File: src/rtl/ipt_params.svh
/*
 * register map, field positions and reset values of the interrupt status
 * and proximity timer reload block; included by the top and the bench.
 */
`ifndef IPT_PARAMS_SVH
`define IPT_PARAMS_SVH

// ----------------------------------------------------------------------
// register byte offsets
// ----------------------------------------------------------------------
`define IPT_OFF_STATUS 4'h0
`define IPT_OFF_RELOAD 4'h4
`define IPT_OFF_IRQSTAT 4'h8
`define IPT_OFF_IRQMASK 4'hC

// ----------------------------------------------------------------------
// fields and reset values
// ----------------------------------------------------------------------
`define IPT_PRIO_LSB 8
`define IPT_PRIO_MSB 10
`define IPT_VEC_LSB 0
`define IPT_VEC_MSB 5
`define IPT_RELOAD_RST 32'h0000_0000
`define IPT_PRIO_RST 3'h0
`define IPT_VEC_RST 6'h00
`define IPT_IRQ_RST 2'h0
`define IPT_EV_TRIG 0
`define IPT_EV_PRES 1
`define IPT_RESP_OKAY 2'h0
`define IPT_RESP_SLVERR 2'h2

`endif

File: src/rtl/ipt_pkg.sv
/*
 * types shared by the status and proximity timer reload block.
 * assumes ipt_params.svh is on the include path.
 */
package ipt_pkg;
    // state of the write channel of the register slave
    typedef enum logic [1:0] {
        IPT_WR_IDLE = 2'b00,
        IPT_WR_RESP = 2'b01
    } ipt_wr_state_t;
endpackage : ipt_pkg

File: src/rtl/ipt_status_timer.sv
/*
 * interrupt status and proximity timer reload registers on an AXI4-Lite
 * slave. assumes the arbiter drives presPrio/presVec/presValid and the
 * timer pulses timerTrig on the clock clk, and accepts a one-cycle load.
 */
// Design decisions made here: the register addresses and the AXI4-Lite slave port.
// Functional notes
// - report latest presented priority in bits 10:8
// - report presented vector number in bits 5:0
// - unimplemented status bits read as zero
// - 32-bit read/write proximity timer reload register
// - interrupt event loads timer from reload value
`timescale 1ns/1ps
`include "ipt_params.svh"

module ipt_status_timer
    import ipt_pkg::*;
(
    input wire logic clk,
    input wire logic nrst,
    input wire logic [31:0] s_axi_awaddr,
    input wire logic s_axi_awvalid,
    output logic s_axi_awready,
    input wire logic [31:0] s_axi_wdata,
    input wire logic [3:0] s_axi_wstrb,
    input wire logic s_axi_wvalid,
    output logic s_axi_wready,
    output logic [1:0] s_axi_bresp,
    output logic s_axi_bvalid,
    input wire logic s_axi_bready,
    input wire logic [31:0] s_axi_araddr,
    input wire logic s_axi_arvalid,
    output logic s_axi_arready,
    output logic [31:0] s_axi_rdata,
    output logic [1:0] s_axi_rresp,
    output logic s_axi_rvalid,
    input wire logic s_axi_rready,
    input wire logic [2:0] presPrio,
    input wire logic [5:0] presVec,
    input wire logic presValid,
    input wire logic timerTrig,
    output logic timerLoad,
    output logic [31:0] timerLoadValue,
    output logic irq
);

    // ------------------------------------------------------------------
    // state
    // ------------------------------------------------------------------
    logic [2:0] prio_r;
    logic [5:0] vec_r;
    logic [31:0] reload_r;
    logic [1:0] irqStat_r;
    logic [1:0] irqMask_r;
    logic awHeld_r, wHeld_r;
    logic [3:0] awAddr_r;
    logic [31:0] wData_r;
    logic [3:0] wStrb_r;
    ipt_wr_state_t wrState_r;

    // ------------------------------------------------------------------
    // write path decode
    // ------------------------------------------------------------------
    wire logic awTake = s_axi_awvalid && s_axi_awready;
    wire logic wTake = s_axi_wvalid && s_axi_wready;
    wire logic wrGo = awHeld_r && wHeld_r && (wrState_r == IPT_WR_IDLE);
    wire logic wrReload = wrGo && (awAddr_r == `IPT_OFF_RELOAD);
    wire logic wrIrqStat = wrGo && (awAddr_r == `IPT_OFF_IRQSTAT);
    wire logic wrIrqMask = wrGo && (awAddr_r == `IPT_OFF_IRQMASK);
    wire logic wrStatus = wrGo && (awAddr_r == `IPT_OFF_STATUS);
    wire logic wrBad = wrGo && !(wrReload || wrIrqStat || wrIrqMask || wrStatus);
    wire logic [1:0] events = {presValid, timerTrig};
    logic [31:0] reloadMerged;

    // byte-lane merge of the reload register
    genvar gi;
    generate
        for (gi = 0; gi < 4; gi++) begin : g_lane
            assign reloadMerged[gi*8 +: 8] = wStrb_r[gi] ? wData_r[gi*8 +: 8]
                                                         : reload_r[gi*8 +: 8];
        end
    endgenerate

    // address and data may arrive in either order; each is held until both are in
    always_ff @(posedge clk or negedge nrst) begin
        if (!nrst) begin
            awHeld_r <= 1'b0;
            wHeld_r <= 1'b0;
            awAddr_r <= 4'h0;
            wData_r <= 32'h0000_0000;
            wStrb_r <= 4'h0;
        end else begin
            if (awTake) begin
                awHeld_r <= 1'b1;
                awAddr_r <= s_axi_awaddr[3:0];
            end else if (wrGo) begin
                awHeld_r <= 1'b0;
            end
            if (wTake) begin
                wHeld_r <= 1'b1;
                wData_r <= s_axi_wdata;
                wStrb_r <= s_axi_wstrb;
            end else if (wrGo) begin
                wHeld_r <= 1'b0;
            end
        end
    end

    // each ready only while its own channel holds nothing and no response is pending, so one write at a time
    always_ff @(posedge clk or negedge nrst) begin
        if (!nrst) begin
            s_axi_awready <= 1'b0;
            s_axi_wready <= 1'b0;
            s_axi_bvalid <= 1'b0;
            s_axi_bresp <= `IPT_RESP_OKAY;
            wrState_r <= IPT_WR_IDLE;
        end else begin
            s_axi_awready <= !awHeld_r && !awTake && (wrState_r == IPT_WR_IDLE);
            s_axi_wready <= !wHeld_r && !wTake && (wrState_r == IPT_WR_IDLE);
            if (wrGo) begin
                s_axi_bvalid <= 1'b1;
                s_axi_bresp <= wrBad ? `IPT_RESP_SLVERR : `IPT_RESP_OKAY;
                wrState_r <= IPT_WR_RESP;
            end else if (s_axi_bvalid && s_axi_bready) begin
                s_axi_bvalid <= 1'b0;
                wrState_r <= IPT_WR_IDLE;
            end
        end
    end

    // ------------------------------------------------------------------
    // status capture, reload register, timer load
    // ------------------------------------------------------------------
    // status is read-only here: the fields track the arbiter, not software
    always_ff @(posedge clk or negedge nrst) begin
        if (!nrst) begin
            prio_r <= `IPT_PRIO_RST;
            vec_r <= `IPT_VEC_RST;
            reload_r <= `IPT_RELOAD_RST;
            timerLoad <= 1'b0;
            timerLoadValue <= `IPT_RELOAD_RST;
        end else begin
            if (presValid) begin
                prio_r <= presPrio;
                vec_r <= presVec;
            end
            if (wrReload) begin
                reload_r <= reloadMerged;
            end
            timerLoad <= timerTrig;
            timerLoadValue <= reload_r;
        end
    end

    // ------------------------------------------------------------------
    // interrupt status and mask
    // ------------------------------------------------------------------
    // set wins over a write-one clear in the same cycle
    always_ff @(posedge clk or negedge nrst) begin
        if (!nrst) begin
            irqStat_r <= `IPT_IRQ_RST;
            irqMask_r <= `IPT_IRQ_RST;
            irq <= 1'b0;
        end else begin
            irqStat_r <= (irqStat_r & ~(wrIrqStat ? wData_r[1:0] : 2'h0)) | events;
            if (wrIrqMask) begin
                irqMask_r <= wData_r[1:0];
            end
            irq <= |(irqStat_r & irqMask_r);
        end
    end

    // ------------------------------------------------------------------
    // read path
    // ------------------------------------------------------------------
    wire logic [3:0] rdOff = s_axi_araddr[3:0];
    wire logic rdHit = (rdOff == `IPT_OFF_STATUS) || (rdOff == `IPT_OFF_RELOAD) ||
                       (rdOff == `IPT_OFF_IRQSTAT) || (rdOff == `IPT_OFF_IRQMASK);
    wire logic [31:0] statusWord = {21'h0, prio_r, 2'h0, vec_r};
    wire logic [31:0] rdMux =
        (rdOff == `IPT_OFF_STATUS) ? statusWord :
        (rdOff == `IPT_OFF_RELOAD) ? reload_r :
        (rdOff == `IPT_OFF_IRQSTAT) ? {30'h0, irqStat_r} :
        (rdOff == `IPT_OFF_IRQMASK) ? {30'h0, irqMask_r} : 32'h0000_0000;

    // one read under way; arready drops while the answer stands
    always_ff @(posedge clk or negedge nrst) begin
        if (!nrst) begin
            s_axi_arready <= 1'b0;
            s_axi_rvalid <= 1'b0;
            s_axi_rdata <= 32'h0000_0000;
            s_axi_rresp <= `IPT_RESP_OKAY;
        end else begin
            if (s_axi_arvalid && s_axi_arready) begin
                s_axi_arready <= 1'b0;
                s_axi_rvalid <= 1'b1;
                s_axi_rdata <= rdMux;
                s_axi_rresp <= rdHit ? `IPT_RESP_OKAY : `IPT_RESP_SLVERR;
            end else if (s_axi_rvalid && s_axi_rready) begin
                s_axi_rvalid <= 1'b0;
            end else begin
                s_axi_arready <= !s_axi_rvalid;
            end
        end
    end

    // ------------------------------------------------------------------
    // assertions
    // ------------------------------------------------------------------
    AST_PRIO_TRACK: assert property (@(posedge clk) disable iff (!nrst)
        presValid |=> prio_r == $past(presPrio)) else $error("priority not captured");
    AST_VEC_TRACK: assert property (@(posedge clk) disable iff (!nrst)
        presValid |=> vec_r == $past(presVec)) else $error("vector not captured");
    AST_RSVD_ZERO: assert property (@(posedge clk) disable iff (!nrst)
        (s_axi_arvalid && s_axi_arready && rdOff == `IPT_OFF_STATUS) |=>
        (s_axi_rdata[31:11] == 21'h0 && s_axi_rdata[7:6] == 2'h0))
        else $error("reserved status bits not zero");
    AST_RELOAD_WRITE: assert property (@(posedge clk) disable iff (!nrst)
        (wrReload && wStrb_r == 4'hF) |=> reload_r == $past(wData_r))
        else $error("reload write lost");
    AST_RELOAD_HOLD: assert property (@(posedge clk) disable iff (!nrst)
        !wrReload |=> $stable(reload_r)) else $error("reload changed without write");
    AST_TIMER_LOAD: assert property (@(posedge clk) disable iff (!nrst)
        timerTrig |=> (timerLoad && timerLoadValue == $past(reload_r)))
        else $error("timer not loaded from reload");
    AST_RESET_CLEAR: assert property (@(posedge clk)
        !nrst |-> (prio_r == 3'h0 && vec_r == 6'h00 && reload_r == 32'h0))
        else $error("reset did not clear fields");
    AST_IRQ_STICKY: assert property (@(posedge clk) disable iff (!nrst)
        (timerTrig && irqMask_r[0] && !wrIrqMask) |=> ##1 irq) else $error("irq not raised");
    AST_BRESP_ONE: assert property (@(posedge clk) disable iff (!nrst)
        wrGo |=> s_axi_bvalid) else $error("write not answered");

    COV_READ_STATUS: cover property (@(posedge clk) disable iff (!nrst)
        s_axi_rvalid && s_axi_rready && statusWord != 32'h0);
    COV_WRITE_RELOAD: cover property (@(posedge clk) disable iff (!nrst) wrReload);
    COV_TRIG_LOAD: cover property (@(posedge clk) disable iff (!nrst)
        timerLoad && timerLoadValue != 32'h0);
    COV_IRQ: cover property (@(posedge clk) disable iff (!nrst) irq);

endmodule : ipt_status_timer

File: config.mk
export PLATFORM = sky130hd
export DESIGN_NAME = ipt_status_timer
export DESIGN_NICKNAME = d
export VERILOG_FILES = /design/src/rtl/ipt_pkg.sv /design/src/rtl/ipt_status_timer.sv
export VERILOG_INCLUDE_DIRS = /design/src /design/src/rtl
export SDC_FILE = /design/constraint.sdc
export NUM_CORES = 1
export LEC_CHECK = 0
export BUFFER_PORTS_ARGS = -buffer_cell sky130_fd_sc_hd__buf_2
export CAP_MARGIN = 0
export CORE_MARGIN = 2
export CORE_UTILIZATION = 28
export DETAILED_ROUTE_END_ITERATION = 8
export PLACE_DENSITY_LB_ADDON = 0.15
export SYNTH_ARGS = -nofsm -noshare
export SYNTH_HDL_FRONTEND = slang
export SYNTH_SLANG_ARGS = --single-unit
export TNS_END_PERCENT = 20
File: constraint.sdc
create_clock -name clk -period 3.4 [get_ports clk]
set_input_delay 0 -clock clk [delete_from_list [all_inputs] [get_ports clk]]
set_output_delay 0 -clock clk [all_outputs]
set_load 0.05 [all_outputs]
==> run metrics <==
outcome=finished, final reports clean; DIE AREA=21800 µm²; WP depth=3; Hold Path Class=input port to flop; Ys Warns=0; Hold Fails Final Rpt=0; Pre-antenna DRT Iters=4; #FFs+latches synth=160; register area share after synthesis=69.5%; Critical-path top delay cell=and4_2; final period utilization=55.2%; first-pass GRT wire length=20600 µm; Max Fclk=533 MHz; fraction of layout cells with a size suffix above 1=46.5%; slew of the pin with the lowest slew margin=1.04 ns; cell family with the largest share of critical-path delay=simple AND/OR/NAND/NOR gates; register area=4000 µm²; GR Util met2=20.4%; Comb pwr share=25.3%; Root Buffer=clkbuf_16; part of the power in registers=45.7%; H-tree depth=4; FF-to-FF path depth=3; Slew Viols, Final=0; CTS tree=built; CTS sink cnt=160; DR WL/cell=15.2 µm; port bufs=134; reg2reg end=reload_r[10]; switching share of power=34.3%; maxcap violations=0; largest net degree at the start of global routing=87; # diodes=0; Total GRT Usage=12.3%; CP startpoint=s_axi_bvalid; Critical path destination=reload_r[10]; area of the multi-input gates=1650 µm²; Worst Path Buf+Inv=0; WP data required=3.70 ns; crit-path max cell delay=0.48 ns; via count=3556; routed vias/inst=4.26; GR peak layer=met2; FP Rows=52; Leak=3.91 nW; met1 GRT Util=15.9%; P&R area growth vs syn=35.5%; WS Path Type=flop to flop; final setup TNS=0 ns; worst reg2reg setup slack=1.52 ns; TritonCTS Buffers=17; Fillers=1966; Power per Cell Area=777 nW/µm²; Chip Width=147 µm; Post-Syn Instances=358; Synth Cell Area=5760 µm²; clock skew=0.0103 ns; clk buf depth=2; Max-slew headroom=30.3%; GP Congestion=0.721; core box area=20200 µm²; worst-skew pair later-pin latency=0.42 ns; CP Cell Sequence=nor4b_4 -> and4_2 -> mux2_2; post-DP HPWL=8450 µm; fin area=7810 µm²; Clock Pin Slew Worst Setup and Hold Paths=0.07 ns; Crit. End Element=flop; clock network power share=29.0%; # resized after CTS=0; Startpoint Class=flop; minimum clock period=1.88 ns; routed wire length=12700 µm; Routed Antenna Nets=0; RSZ-0062 raised after global routing=false; Syn Area/Cell=16.1 µm²; IO Pins=193; post-synth cell types=34; Max IR drop VDD=0.392 mV; final setup vio count=0; Worst Path Max Fanout=8; CP arrival=2.17 ns; initial antenna violation count=0; cell internal pwr=0.00399 W; Initial Utilization=28.5%; Die Ht=147 µm; Cell Area, Placed=6710 µm²; total grt overflow=0; DRT iter0 DRCs=93; NetSw=0.00208 W; GR Util met3=3.33%; drt drc=0; r2r startpoint=s_axi_bvalid; vias in the first global route=3784; Layout Nets=670
## layout by cell type, fill, tap and decap left out, drive strengths merged, types with 2 or more instances in the layout
master | synthesis | routed
dfrtp | 160 | 160
buf | 11 | 137
mux2 | 83 | 83
dlygate4sd3 | 0 | 55
a22o | 24 | 24
clkbuf | 7 | 17
nand2 | 14 | 14
inv | 6 | 12
mux2i | 7 | 7
o31ai | 7 | 7
clkinv | 0 | 6
nor2 | 5 | 5
o21ai | 5 | 5
and4 | 3 | 3
clkinvlp | 0 | 3
a31oi | 2 | 2
nor2b | 2 | 2
a21oi | 2 | 2
and3b | 2 | 2
nor4 | 2 | 2
a221o | 2 | 2
a21boi | 2 | 2
conb | 1 | 2
## metal layers
metal  part of all wire (%)  routed length (µm)
met1                     46                5890
met2                     50                6380
met3                    2.7                 345
met4                   0.91                 116
met5                      0                   0
## worst min-delay path by stage
| stage | start | end | slack [ns] | cells after the start |
|---|---|---|---|---|
| floorplan | nrst | awAddr_r[0] | -0.30 | 0 |
| global placement | nrst | reload_r[3] | 0.10 | 1 |
| detailed placement | nrst | reload_r[3] | 0.12 | 1 |
| CTS | s_axi_araddr[0] | s_axi_rdata[10] | 0.09 | 3 |
| global route | s_axi_araddr[2] | s_axi_rdata[8] | 0.13 | 3 |
| finish | s_axi_araddr[0] | s_axi_rdata[10] | 0.11 | 3 |
## Yosys cell counts, drive strengths merged
| cell | instances | share of area, % |
|---|---|---|
| a21boi | 2 | 0.26 |
| or3 | 1 | 0.11 |
| nor2b | 2 | 0.22 |
| and3 | 1 | 0.11 |
| mux2i | 7 | 1.2 |
| nand4 | 1 | 0.22 |
| a221o | 2 | 0.35 |
| or4 | 1 | 0.20 |
| clkbuf | 7 | 0.46 |
| conb | 1 | 0.065 |
| mux2 | 83 | 16 |
| nand3b | 1 | 0.35 |
| nor4b | 1 | 0.41 |
| nor3b | 1 | 0.22 |
| nor2 | 5 | 0.33 |
| a21oi | 2 | 0.17 |
| nor3 | 1 | 0.087 |
| dfrtp | 160 | 69 |
| a31oi | 2 | 0.22 |
| and3b | 2 | 0.30 |
| inv | 6 | 0.39 |
| nor4 | 2 | 0.22 |
| o31ai | 7 | 0.91 |
| and4 | 3 | 0.52 |
| a211oi | 1 | 0.13 |
| and4b | 1 | 0.20 |
| buf | 11 | 1.4 |
| a22o | 24 | 3.6 |
| nand4bb | 1 | 0.20 |
| o21ai | 5 | 0.43 |
| nand2 | 14 | 0.91 |
## worst reg2reg max path, stage by stage, from the launching register on
cell and delay (ns):
dfrtp_1 0.47, nor4b_4 0.43, and4_2 0.48, mux2_2 0.38
## cell families after synthesis
kind of cell | after synthesis | share of synthesized area [%]
compound gates | 45 | 6.12
flops | 160 | 69.5
other cells | 1 | 0.0651
mux | 90 | 17.6
buf+inv | 24 | 2.21
simple gates | 38 | 4.58
## sequential cells by signal, summed over array words and instances (netlist names), 2 cells and up
name and flops:
vec_r 6, wStrb_r 4, prio_r 3, irqStat_r 2, wData_r 32, awAddr_r 4, reload_r 32, irqMask_r 2
timerLoadValue 32, s_axi_rdata 32
## repair_timing
item                                    4_1_cts  5_1_grt
endpoints found under the setup margin        0        0
hold buffers                                 55        0
buffers inserted                              0        0
endpoints found under the hold margin       141        0
## power by group through the flow
| stage | sequential, W | combinational (W) | clock, W |
|---|---|---|---|
| after floorplan | 0.00326 | 0.000604 | 0 |
| after global placement | 0.00278 | 0.00149 | 0 |
| after detailed placement | 0.00281 | 0.00151 | 0 |
| after CTS | 0.00278 | 0.00156 | 0.00183 |
| after global routing | 0.00285 | 0.00164 | 0.00192 |
| final | 0.00277 | 0.00154 | 0.00176 |
## area by class of cell
| type | instances | share of cell area, % |
|---|---|---|
| Clock buffer | 17 | 5.45 |
| Sequential cell | 160 | 51.3 |
| Multi-Input combinational cell | 175 | 21.1 |
| Inverter | 6 | 0.288 |
| Clock inverter | 15 | 1.59 |
| Tap cell | 270 | 4.32 |
| Timing Repair Buffer | 192 | 16.0 |
## stage by stage
stage	util, %	worst slack, ns	hold WS (ns)	total power (W)	std cells
2_1_floorplan	-	1.56	-0.296	0.00387	359
3_3_place_gp	33.2	1.53	0.103	0.00428	748
3_5_place_dp	33.2	1.49	0.125	0.00432	748
4_1_cts	38.6	1.51	0.0851	0.00617	835
5_1_grt	38.6	1.36	0.134	0.00641	835
6_report	38.6	1.52	0.112	0.00607	835
Note: power is estimated with default switching activity, not from simulation.
